<file path="src/mrra_pkg.sv">
// Package of constants for the nibble register file and RAM addressing block.
package mrra_pkg;
    // Register bus geometry.
    localparam int REG_ADDR_W = 5;
    localparam int NIB_W = 4;
    localparam int BYTE_W = 8;
    // Register indices on the nibble-wide register port.
    localparam logic [4:0] OFF_ACC = 5'h00;
    localparam logic [4:0] OFF_AUX = 5'h01;
    localparam logic [4:0] OFF_PTR = 5'h02;
    localparam logic [4:0] OFF_PTRCTL = 5'h03;
    localparam logic [4:0] OFF_BANK = 5'h04;
    localparam logic [4:0] OFF_RPAGE = 5'h05;
    localparam logic [4:0] OFF_PPAGE = 5'h06;
    localparam logic [4:0] OFF_STATUS_ONE = 5'h07;
    localparam logic [4:0] OFF_SCTL = 5'h08;
    localparam logic [4:0] OFF_WAKEA = 5'h09;
    localparam logic [4:0] OFF_WAKEB = 5'h0A;
    localparam logic [4:0] OFF_PIN_STROBE_STATUS = 5'h0B;
    localparam logic [4:0] OFF_TMR2 = 5'h0C;
    localparam logic [4:0] OFF_SIO = 5'h0D;
    localparam logic [4:0] OFF_DISP = 5'h0E;
    localparam logic [4:0] OFF_SP = 5'h0F;
    // Field positions.
    localparam int PTRCTL_EN_BIT = 0;
    localparam int SCTL_ICLK_BIT = 0;
    localparam int SCTL_HIZ_BIT = 1;
    localparam int SCTL_FUNC_BIT = 2;
    localparam int SCTL_START_BIT = 3;
    localparam int PIN_STROBE_STATUS_INT_BIT = 2;
    localparam int PIN_STROBE_STATUS_STB_BIT = 3;
    // Addressing modes presented with an address request.
    localparam logic [1:0] MODE_DIRECT = 2'h0;
    localparam logic [1:0] MODE_BANK = 2'h1;
    localparam logic [1:0] MODE_IMMPTR = 2'h2;
    // Reset values.
    localparam logic [3:0] RST_NIB = 4'h0;
    localparam logic [1:0] RST_PAGE = 2'h0;
    localparam logic [3:0] RST_SP = 4'h1;
    localparam logic [7:0] RST_BYTE = 8'h00;
    localparam logic [13:0] RST_RET = 14'h0000;
    // Stack geometry: entries, word width and the pointer limits.
    localparam int STACK_DEPTH = 8;
    localparam int RET_W = 14;
    localparam logic [3:0] SP_FULL = 4'h9;
    localparam logic [3:0] SP_ONE = 4'h1;
    localparam logic [3:0] SP_TWO = 4'h2;
    // Segment strobe index below which the strobe flag reads as one.
    localparam logic [4:0] STROBE_LIMIT = 5'h10;
endpackage : mrra_pkg

</file>
<file path="src/mrra_core.sv">
// Register file, RAM address former and return stack of the 4-bit core.
//
// Contract
// [RQ1] Direct mode takes the full 8-bit operand as the in-page RAM address.
// [RQ2] Pointer-eligible instructions use pointer high and low halves while pointer enabled.
// [RQ3] Pointer high half equal to bank falls back to the immediate operand.
// [RQ4] Pointer acts as address only while its enable flag is set.
// [RQ5] Return stack holds eight 14-bit entries, eight levels deep.
// [RQ6] Stack pointer increments on call/interrupt, decrements on return/pop, resets to one.
// [RQ7] Bank register is 4 bits, used for bank addressing, reset to zero.
// [RQ8] RAM page field is 2 bits, reset to zero.
// [RQ9] Two 8-bit down timers, each loadable with 8 bits at once.
// [RQ10] Second timer low nibble via data port, high nibble via auxiliary register.
// [RQ11] Serial shift counter low nibble via data port, high via auxiliary register.
// [RQ12] Auxiliary register pairs with a nibble for display, timer, serial, pointer.
// [RQ13] Program page field is 2 bits, reset to zero.
// [RQ14] Serial control holds clock source, output high-impedance and pin function bits.
// [RQ15] Software sets transfer start; device holds it low while transfer runs.
// [RQ16] Two read-only wake cause registers report what ended halt or stop.
// [RQ17] Status five bits zero and one read zero; one bit shows interrupt pin.
// [RQ18] Strobe flag is one for index 00 to 0F, zero for 10 to 1E.
// [RQ19] Display pins all on or all off in reset by option; outputs high.
// [RQ20] Bank, page and status registers reset to zero.
// [RQ21] Bank mode address is bank as high nibble, operand as low nibble.
// [RQ22] Final RAM address is page field joined to in-page address.
//
// Local design decisions: the address map and the plain strobed port.
`timescale 1ns/1ns
module mrra_core
    import mrra_pkg::*;
#(
    parameter bit SEG_RESET_ON = 1'b0,
    parameter int SEG_PINS = 8
) (
    input wire logic core_clk,
    input wire logic nrst,
    input wire logic [4:0] regAddr,
    input wire logic [3:0] regWdata,
    input wire logic regWr,
    input wire logic regRd,
    output logic [3:0] regRdata,
    input wire logic addrReq,
    input wire logic [1:0] addrMode,
    input wire logic [7:0] addrOperand,
    output logic [9:0] ramAddr,
    output logic ramAddrValid,
    output logic pointerUsed,
    input wire logic pushReq,
    input wire logic [13:0] pushAddr,
    input wire logic popReq,
    output logic [13:0] returnAddr,
    output logic [3:0] stackPointer,
    input wire logic [1:0] timerLoad,
    input wire logic [7:0] timerImm,
    input wire logic [1:0] timerTick,
    output logic [7:0] firstDownTimer,
    output logic [7:0] secondDownTimer,
    input wire logic serialShift,
    input wire logic serialBitIn,
    input wire logic serialBusy,
    output logic [7:0] serialShiftCounter,
    output logic [3:0] serialControlStatus,
    output logic [1:0] programPageSelect,
    input wire logic [3:0] statusOneIn,
    input wire logic wakeEvent,
    input wire logic [3:0] wakeCauseA,
    input wire logic [3:0] wakeCauseB,
    input wire logic interruptPin,
    input wire logic [4:0] segStrobeIndex,
    output logic [SEG_PINS-1:0] segDrive
);
    logic [3:0] accumulatorNibble;
    logic [3:0] auxNibble;
    logic [3:0] pointerLowHalf;
    logic [3:0] pointerHighHalf;
    logic pointerEnableFlag;
    logic [3:0] ramBankSelect;
    logic [1:0] ramPageSelect;
    logic [3:0] statusOne;
    logic [3:0] wakeStatusA;
    logic [3:0] wakeStatusB;
    logic [3:0] pinStrobeStatus;
    logic intSync1;
    logic intSync2;
    logic [13:0] stackMem [STACK_DEPTH];
    logic [7:0] timerCount [2];
    logic [7:0] next_inPage;
    logic next_ptrUsed;
    logic [3:0] next_rdata;
    logic wrHit;
    logic rdHit;

    assign wrHit = regWr;
    assign rdHit = regRd;
    assign firstDownTimer = timerCount[0];
    assign secondDownTimer = timerCount[1];

    // Plain data registers written straight from the register port.
    always_ff @(posedge core_clk or negedge nrst) begin
        if (!nrst) begin
            accumulatorNibble <= RST_NIB;
            pointerEnableFlag <= 1'b0;
            ramBankSelect <= RST_NIB; // [RQ7] [RQ20]
            ramPageSelect <= RST_PAGE; // [RQ8]
            programPageSelect <= RST_PAGE; // [RQ13]
        end else if (wrHit) begin
            case (regAddr)
                OFF_ACC: accumulatorNibble <= regWdata;
                OFF_PTRCTL: pointerEnableFlag <= regWdata[PTRCTL_EN_BIT];
                OFF_BANK: ramBankSelect <= regWdata;
                OFF_RPAGE: ramPageSelect <= regWdata[1:0];
                OFF_PPAGE: programPageSelect <= regWdata[1:0];
                default: ;
            endcase
        end
    end

    // Auxiliary nibble: written directly, and loaded with the high half on a paired read.
    always_ff @(posedge core_clk or negedge nrst) begin
        if (!nrst) begin
            auxNibble <= RST_NIB;
        end else if (wrHit && regAddr == OFF_AUX) begin
            auxNibble <= regWdata;
        end else if (rdHit) begin
            case (regAddr)
                OFF_PTR: auxNibble <= pointerHighHalf; // [RQ12]
                OFF_TMR2: auxNibble <= timerCount[1][7:4]; // [RQ10]
                OFF_SIO: auxNibble <= serialShiftCounter[7:4]; // [RQ11]
                default: ;
            endcase
        end
    end

    // Pointer is loaded as a pair: low from the port, high from the auxiliary nibble.
    always_ff @(posedge core_clk or negedge nrst) begin
        if (!nrst) begin
            pointerLowHalf <= RST_NIB;
            pointerHighHalf <= RST_NIB;
        end else if (wrHit && regAddr == OFF_PTR) begin
            pointerLowHalf <= regWdata; // [RQ12]
            pointerHighHalf <= auxNibble;
        end
    end

    // Display latch holds the reset pattern until software writes a byte pair.
    always_ff @(posedge core_clk or negedge nrst) begin
        if (!nrst) begin
            segDrive <= {SEG_PINS{SEG_RESET_ON}}; // [RQ19]
        end else if (wrHit && regAddr == OFF_DISP) begin
            segDrive <= SEG_PINS'({auxNibble, regWdata}); // [RQ12]
        end
    end

    // In-page address selection for each addressing mode.
    always_comb begin
        next_inPage = addrOperand; // [RQ1]
        next_ptrUsed = 1'b0;
        case (addrMode)
            MODE_BANK: next_inPage = {ramBankSelect, addrOperand[3:0]}; // [RQ21]
            MODE_IMMPTR: begin
                if (pointerEnableFlag && pointerHighHalf != ramBankSelect) begin // [RQ2] [RQ3] [RQ4]
                    next_inPage = {pointerHighHalf, pointerLowHalf};
                    next_ptrUsed = 1'b1;
                end
            end
            default: next_inPage = addrOperand;
        endcase
    end

    // Registered RAM address, valid one cycle after the request.
    always_ff @(posedge core_clk or negedge nrst) begin
        if (!nrst) begin
            ramAddr <= '0;
            ramAddrValid <= 1'b0;
            pointerUsed <= 1'b0;
        end else begin
            ramAddrValid <= addrReq;
            if (addrReq) begin
                ramAddr <= {ramPageSelect, next_inPage}; // [RQ22]
                pointerUsed <= next_ptrUsed;
            end
        end
    end

    // Return stack pointer; pushes beyond eight levels and pops below one are ignored.
    always_ff @(posedge core_clk or negedge nrst) begin
        if (!nrst) begin
            stackPointer <= RST_SP; // [RQ6]
            returnAddr <= RST_RET;
        end else if (pushReq && stackPointer != SP_FULL) begin
            stackPointer <= stackPointer + SP_ONE; // [RQ6]
        end else if (popReq && stackPointer != SP_ONE) begin
            stackPointer <= stackPointer - SP_ONE; // [RQ6]
            returnAddr <= stackMem[3'(stackPointer - SP_TWO)];
        end
    end

    // Stack storage: eight 14-bit words, no reset needed.
    always_ff @(posedge core_clk) begin
        if (pushReq && stackPointer != SP_FULL) begin
            stackMem[3'(stackPointer - SP_ONE)] <= pushAddr; // [RQ5]
        end
    end

    // Both down timers; the second also takes a byte pair from the register port.
    generate
        for (genvar t = 0; t < 2; t++) begin : gTimer
            always_ff @(posedge core_clk or negedge nrst) begin
                if (!nrst) begin
                    timerCount[t] <= RST_BYTE;
                end else if (timerLoad[t]) begin
                    timerCount[t] <= timerImm; // [RQ9]
                end else if (t == 1 && wrHit && regAddr == OFF_TMR2) begin
                    timerCount[t] <= {auxNibble, regWdata}; // [RQ10]
                end else if (timerTick[t]) begin
                    timerCount[t] <= timerCount[t] - 8'h01; // [RQ9]
                end
            end
        end
    endgenerate

    // Serial shift counter: byte pair write or shift of one bit in at the bottom.
    always_ff @(posedge core_clk or negedge nrst) begin
        if (!nrst) begin
            serialShiftCounter <= RST_BYTE;
        end else if (wrHit && regAddr == OFF_SIO) begin
            serialShiftCounter <= {auxNibble, regWdata}; // [RQ11]
        end else if (serialShift) begin
            serialShiftCounter <= {serialShiftCounter[6:0], serialBitIn};
        end
    end

    // Serial control: three selections plus the start flag that running clears.
    always_ff @(posedge core_clk or negedge nrst) begin
        if (!nrst) begin
            serialControlStatus <= RST_NIB; // [RQ20]
        end else begin
            if (wrHit && regAddr == OFF_SCTL) begin
                serialControlStatus[SCTL_FUNC_BIT:SCTL_ICLK_BIT] <= regWdata[2:0]; // [RQ14]
            end
            if (serialBusy) begin
                serialControlStatus[SCTL_START_BIT] <= 1'b0; // [RQ15]
            end else if (wrHit && regAddr == OFF_SCTL) begin
                serialControlStatus[SCTL_START_BIT] <= regWdata[SCTL_START_BIT]; // [RQ15]
            end
        end
    end

    // Interrupt pin passes two flip-flops before it is read.
    always_ff @(posedge core_clk or negedge nrst) begin
        if (!nrst) begin
            intSync1 <= 1'b0;
            intSync2 <= 1'b0;
        end else begin
            intSync1 <= interruptPin;
            intSync2 <= intSync1;
        end
    end

    // Read-only status captures: status one, wake causes and status five.
    always_ff @(posedge core_clk or negedge nrst) begin
        if (!nrst) begin
            statusOne <= RST_NIB;
            wakeStatusA <= RST_NIB; // [RQ20]
            wakeStatusB <= RST_NIB;
            pinStrobeStatus <= RST_NIB;
        end else begin
            statusOne <= statusOneIn;
            if (wakeEvent) begin
                wakeStatusA <= wakeCauseA; // [RQ16]
                wakeStatusB <= wakeCauseB; // [RQ16]
            end
            pinStrobeStatus <= {segStrobeIndex < STROBE_LIMIT, intSync2, 2'b00}; // [RQ17] [RQ18]
        end
    end

    // Read multiplexer; unmapped indices read zero.
    always_comb begin
        case (regAddr)
            OFF_ACC: next_rdata = accumulatorNibble;
            OFF_AUX: next_rdata = auxNibble;
            OFF_PTR: next_rdata = pointerLowHalf;
            OFF_PTRCTL: next_rdata = {3'b000, pointerEnableFlag};
            OFF_BANK: next_rdata = ramBankSelect;
            OFF_RPAGE: next_rdata = {2'b00, ramPageSelect};
            OFF_PPAGE: next_rdata = {2'b00, programPageSelect};
            OFF_STATUS_ONE: next_rdata = statusOne;
            OFF_SCTL: next_rdata = serialControlStatus;
            OFF_WAKEA: next_rdata = wakeStatusA;
            OFF_WAKEB: next_rdata = wakeStatusB;
            OFF_PIN_STROBE_STATUS: next_rdata = pinStrobeStatus;
            OFF_TMR2: next_rdata = timerCount[1][3:0];
            OFF_SIO: next_rdata = serialShiftCounter[3:0];
            OFF_SP: next_rdata = stackPointer;
            default: next_rdata = RST_NIB;
        endcase
    end

    // Read data stands only in the cycle after the strobe.
    always_ff @(posedge core_clk or negedge nrst) begin
        if (!nrst) begin
            regRdata <= RST_NIB;
        end else begin
            regRdata <= rdHit ? next_rdata : RST_NIB;
        end
    end

    // Checks on addressing, stack, timers, pairing and status.
    direct_addr_a: assert property (@(posedge core_clk) disable iff (!nrst) // [RQ1]
        addrReq && addrMode == MODE_DIRECT |=> ramAddr[7:0] == $past(addrOperand) && !pointerUsed)
        else $error("Direct address not taken from operand.");
    pointer_addr_a: assert property (@(posedge core_clk) disable iff (!nrst) // [RQ2]
        addrReq && addrMode == MODE_IMMPTR && pointerEnableFlag
        && pointerHighHalf != ramBankSelect
        |=> ramAddr[7:0] == {$past(pointerHighHalf), $past(pointerLowHalf)})
        else $error("Pointer address not formed from pointer halves.");
    pointer_clash_a: assert property (@(posedge core_clk) disable iff (!nrst) // [RQ3]
        addrReq && addrMode == MODE_IMMPTR && pointerHighHalf == ramBankSelect
        |=> ramAddr[7:0] == $past(addrOperand) && !pointerUsed)
        else $error("Clashing pointer did not fall back to immediate.");
    pointer_off_a: assert property (@(posedge core_clk) disable iff (!nrst) // [RQ4]
        addrReq && !pointerEnableFlag |=> !pointerUsed)
        else $error("Pointer used while disabled.");
    bank_addr_a: assert property (@(posedge core_clk) disable iff (!nrst) // [RQ21]
        addrReq && addrMode == MODE_BANK
        |=> ramAddr[7:0] == {$past(ramBankSelect), $past(addrOperand[3:0])})
        else $error("Bank address wrongly formed.");
    page_join_a: assert property (@(posedge core_clk) disable iff (!nrst) // [RQ22]
        addrReq |=> ramAddrValid && ramAddr[9:8] == $past(ramPageSelect))
        else $error("Page field not joined to address.");
    stack_push_a: assert property (@(posedge core_clk) disable iff (!nrst) // [RQ6]
        pushReq && stackPointer != SP_FULL |=> stackPointer == $past(stackPointer) + SP_ONE)
        else $error("Stack pointer did not increment.");
    stack_round_a: assert property (@(posedge core_clk) disable iff (!nrst) // [RQ5]
        pushReq && !popReq && stackPointer != SP_FULL ##1 popReq && !pushReq
        |=> returnAddr == $past(pushAddr, 2))
        else $error("Popped address differs from pushed one.");
    timer_load_a: assert property (@(posedge core_clk) disable iff (!nrst) // [RQ9]
        timerLoad[1] ##1 !timerLoad[1] && timerTick[1] && !wrHit
        |=> secondDownTimer == $past(timerImm, 2) - 8'h01)
        else $error("Timer did not load and count down.");
    timer_pair_a: assert property (@(posedge core_clk) disable iff (!nrst) // [RQ10]
        wrHit && regAddr == OFF_TMR2 && !timerLoad[1]
        |=> secondDownTimer == {$past(auxNibble), $past(regWdata)})
        else $error("Timer pair write wrong.");
    start_busy_a: assert property (@(posedge core_clk) disable iff (!nrst) // [RQ15]
        serialBusy |=> !serialControlStatus[SCTL_START_BIT])
        else $error("Start flag high while transfer runs.");
    status_five_a: assert property (@(posedge core_clk) disable iff (!nrst) // [RQ17]
        pinStrobeStatus[1:0] == 2'b00 && pinStrobeStatus[PIN_STROBE_STATUS_INT_BIT] == $past(intSync2))
        else $error("Status five low bits or pin level wrong.");
    strobe_flag_a: assert property (@(posedge core_clk) disable iff (!nrst) // [RQ18]
        ##1 pinStrobeStatus[PIN_STROBE_STATUS_STB_BIT] == ($past(segStrobeIndex) <= 5'h0F))
        else $error("Strobe flag wrong for index.");
    wake_hold_a: assert property (@(posedge core_clk) disable iff (!nrst) // [RQ16]
        wakeEvent ##1 !wakeEvent |-> wakeStatusA == $past(wakeCauseA, 1))
        else $error("Wake cause not captured.");
    stack_pop_a: assert property (@(posedge core_clk) disable iff (!nrst) // [RQ6]
        popReq && !pushReq && stackPointer != SP_ONE |=> stackPointer == $past(stackPointer) - SP_ONE)
        else $error("Stack pointer did not decrement.");
    stack_full_a: assert property (@(posedge core_clk) disable iff (!nrst) // [RQ5]
        pushReq && stackPointer == SP_FULL |=> stackPointer == SP_FULL)
        else $error("Stack grew beyond eight levels.");
    bank_write_a: assert property (@(posedge core_clk) disable iff (!nrst) // [RQ7]
        wrHit && regAddr == OFF_BANK |=> ramBankSelect == $past(regWdata))
        else $error("Bank register write lost.");
    page_write_a: assert property (@(posedge core_clk) disable iff (!nrst) // [RQ8]
        wrHit && regAddr == OFF_RPAGE |=> ramPageSelect == $past(regWdata[1:0]))
        else $error("RAM page write lost.");
    serial_pair_a: assert property (@(posedge core_clk) disable iff (!nrst) // [RQ11]
        wrHit && regAddr == OFF_SIO |=> serialShiftCounter == {$past(auxNibble), $past(regWdata)})
        else $error("Serial counter pair write wrong.");
    aux_load_a: assert property (@(posedge core_clk) disable iff (!nrst) // [RQ10]
        rdHit && regAddr == OFF_TMR2 |=> auxNibble == $past(secondDownTimer[7:4]))
        else $error("Timer high nibble not loaded into auxiliary register.");
endmodule : mrra_core

</file>
<file path="config.mk">
export PLATFORM = sky130hd
export DESIGN_NAME = mrra_core
export DESIGN_NICKNAME = d
export VERILOG_FILES = /design/src/mrra_pkg.sv /design/src/mrra_core.sv
export SDC_FILE = /design/constraint.sdc
export NUM_CORES = 1
export LEC_CHECK = 0
export BUFFER_PORTS_ARGS = -buffer_cell sky130_fd_sc_hd__buf_2
export CAP_MARGIN = 15
export CELL_PAD_IN_SITES_DETAIL_PLACEMENT = 0
export CELL_PAD_IN_SITES_GLOBAL_PLACEMENT = 1
export CORE_MARGIN = 2
export CORE_UTILIZATION = 29
export DETAILED_ROUTE_END_ITERATION = 12
export GPL_ROUTABILITY_DRIVEN = 0
export GPL_TIMING_DRIVEN = 0
export PLACE_DENSITY = 0.51
export SLEW_MARGIN = 5
export SYNTH_ARGS = -nofsm -noshare
export SYNTH_HDL_FRONTEND = slang
export SYNTH_SLANG_ARGS = --single-unit
</file>
<file path="constraint.sdc">
create_clock -name core_clk -period 10.5 [get_ports core_clk]
set_input_delay 1.575 -clock core_clk [delete_from_list [all_inputs] [get_ports core_clk]]
set_output_delay 1.575 -clock core_clk [all_outputs]
set_load 0.01 [all_outputs]
</file>
==> run metrics <==
Mean Syn Cell Area 13.84 µm²; Syn Std Cell Area 10,030 µm²; root cell of the clock tree clkbuf_16; XOR/XNOR share of the synthesized area 1.746%; Final Power 3.034 mW; RR Endpoint stackMem[7][2]; post-cts sizing count 0; Synth async-reset ratio 49.78%; number of I/O port buffers 137; Via density 4.894; largest net degree at the start of global routing 84; WP data arrival 3.86 ns; post-synth top area share 33.53%; n_diodes 0; DIE AREA 36,090 µm²; crit path max fanout 10; worst path bufs/invs 4; die width 190.0 µm; area grow syn2layout 23.39%; Hold Path End intSync2; die extent in y 190.0 µm; final setup fails 0; number of synthesized flops with an enable pin 112; first-pass GRT wire length 44.30 mm; min-delay src intSync1; Initial DRC Count 394; Max Cap Violations 0; gr ovfl total 0; adder-cell share of the synthesized area 1.247%; critical path class reg2reg; Compound-Gate Fraction of Synth Area 9.654%; vias in the first global route 6,985; site row count 68; gr usage total 16.27%; Rel. slew slack 34.17%; DRC viols 0; Max Root-Sink Buffers 3; syn_nets 809; simple-gate area share of the yosys netlist 8.494%; Setup TNS 0 ns; RSZ-0062 raised after global routing false; crit end category flop; htree depth 1; crit start category flop; crit-path cells buf_1 > inv_1 > ha_1 > nand2b_1 > o21ai_1 > nor4_2 > buf_4 > buf_6; FF-to-FF setup slack 6.90 ns; PD cells 245.1 nW/µm²; synth top area cells edfxtp_1, dfrtp_1, mux4_2, mux2_2, mux2i_1; Max Freq 278.0 MHz; top cells by count, synth edfxtp_1, dfrtp_1, nor2_1; most frequent cell after synthesis edfxtp_1; share of layout cells above drive strength 1 32.72%; CTS clk-pin slew, worst paths 0.06 ns; Worst-Margin Slew 0.9874 ns; CTS tree built; initial antenna violation count 1; max-slew violation count 0; Static Leak 4.967 nW; status completed; DR vias 6,759; WHS Path Cells 0; Peak VDD IR 0.1406 mV; CP max stage delay 0.70 ns; Wirelength per Cell 21.18 µm; fin crit period 3.597 ns; Worst EP required 10.77 ns; synthesized instance count 725; DRT antenna net count 0; post-CTS setup buffer count 0; CP delay by family, top buffers and inverters; Yosys Warn Count 0; Worst Hold Class reg2reg; Seq cells post-synth 223; first-pass iteration count of the detailed router 5; Top FF cell, synth edfxtp_1; Yosys top cell by area edfxtp_1; initial core utilization 29.25%; Register-to-Register Path Depth 8; final WL 29.25 mm; mux contribution to synthesized area 14.83%; later-pin clock latency in the skew report 0.56 ns; R2R Path Start stackPointer[1]; period utilization 34.26%; Yosys cell types 71; CP max stage cell nor4_2; sequential area share after synthesis 61.23%; clock sink count 223; Final #Nets 989; hold_buf cts 0; hpwl dp 20.97 mm; hold violation count in the final report 0; clock skew 0.005826 ns; largest family of logic cells by synthesized area multiplexers; io pins 146; core region area 34,290 µm²; TritonCTS buffer count 27
## stage by stage
stage | util, % | cell area, µm² | instances | hold WS, ns | setup slack [ns]
CTS | 36.10 | 12380 | 1381 | 0.3669 | 6.794
floorplan | - | 10030 | 725 | 0.3312 | 6.925
detailed placement | 33.54 | 11500 | 1331 | 0.3536 | 6.814
finish | 36.10 | 12380 | 1381 | 0.3662 | 6.903
global route | 36.10 | 12380 | 1381 | 0.3667 | 6.664
global placement | 32.91 | 11290 | 1317 | 0.3487 | 4.688
## area by class of cell
cell class,instances,area [µm²]
repair buffers,151,862.1
well taps,455,569.3
fillers,3380,21910
clock buffers,32,714.4
inverters,25,93.84
clock inverters,18,162.7
flip-flops and latches,223,6142
plain buffers,39,186.4
multi-input cells,438,3646
## cells in the final DEF, fill, tap and decap left out, types with 5 or more instances in the layout
cell         n
mux4_2      28
clkbuf_16   27
buf_4       11
nand2_1     31
xnor2_1     12
mux2_2      45
nor3b_1      5
a31oi_1      9
o21ai_0     30
nor2_1      44
a221o_1      5
nor2b_1     10
mux2i_1     35
a21oi_1     33
and3_1       5
nand3b_1     9
edfxtp_1   112
nor3_1       9
nor4_1       5
buf_2      147
nand3_1     10
buf_8        5
clkbuf_1    20
a21o_1       5
inv_1       25
buf_1        5
xor2_1       8
clkinv_2     7
dfrtp_1    110
a211oi_1     7
ha_1        10
## cell families after synthesis
logic type                 Yosys count
AOI/OAI and AO/OA                  140
xor gates and xnor gates            20
adders and majority gates           10
buffers and inverters               64
DFF                                223
muxes                              108
and+or+nand+nor                    160
## sequential cells by signal, summed over array words and instances (netlist names), 4 cells and up
name and flops:
pointerHighHalf 4, regRdata 4, serialControlStatus 4, returnAddr 14, statusOne 4, secondDownTimer 8
wakeStatusB 4, accumulatorNibble 4, serialShiftCounter 8, auxNibble 4, firstDownTimer 8, stackMem 112
ramAddr 10, ramBankSelect 4, pointerLowHalf 4, segDrive 8, wakeStatusA 4, stackPointer 4
## routing by layer
| metal | part of all wire (%) | wire length (µm) | vias to the layer above | global-route usage [%] |
|---|---|---|---|---|
| met1 | 44 | 12980 | 3418 | 21.98 |
| met2 | 49 | 14230 | 169 | 27.50 |
| met5 | 0.044 | 13 | - | 0 |
| li1 | - | - | 3131 | - |
| met4 | 2.1 | 605 | 2 | 3.876 |
| met3 | 4.8 | 1415 | 39 | 2.472 |
## worst max path at each step
stage                         start               to  slack [ns]  depth (start not counted)
floorplan                   pushReq   stackMem[3][0]        6.92                          2
global placement    stackPointer[1]  stackMem[7][10]        4.69                          6
detailed placement  stackPointer[1]  stackMem[7][10]        6.81                          8
CTS                 stackPointer[1]   stackMem[7][1]        6.79                          8
global route        stackPointer[1]   stackMem[7][2]        6.66                          8
finish              stackPointer[1]   stackMem[7][2]        6.90                          8
## where the power goes
group	leakage (nW)	total (mW)	internal, mW	switching, mW
Combinational	2.16	0.880	0.389	0.491
Clock	0.431	0.919	0.537	0.381
Sequential	2.38	1.24	1.12	0.116
Total	4.97	3.03	2.04	0.989
No activity file was read; power rests on OpenSTA's default activity.
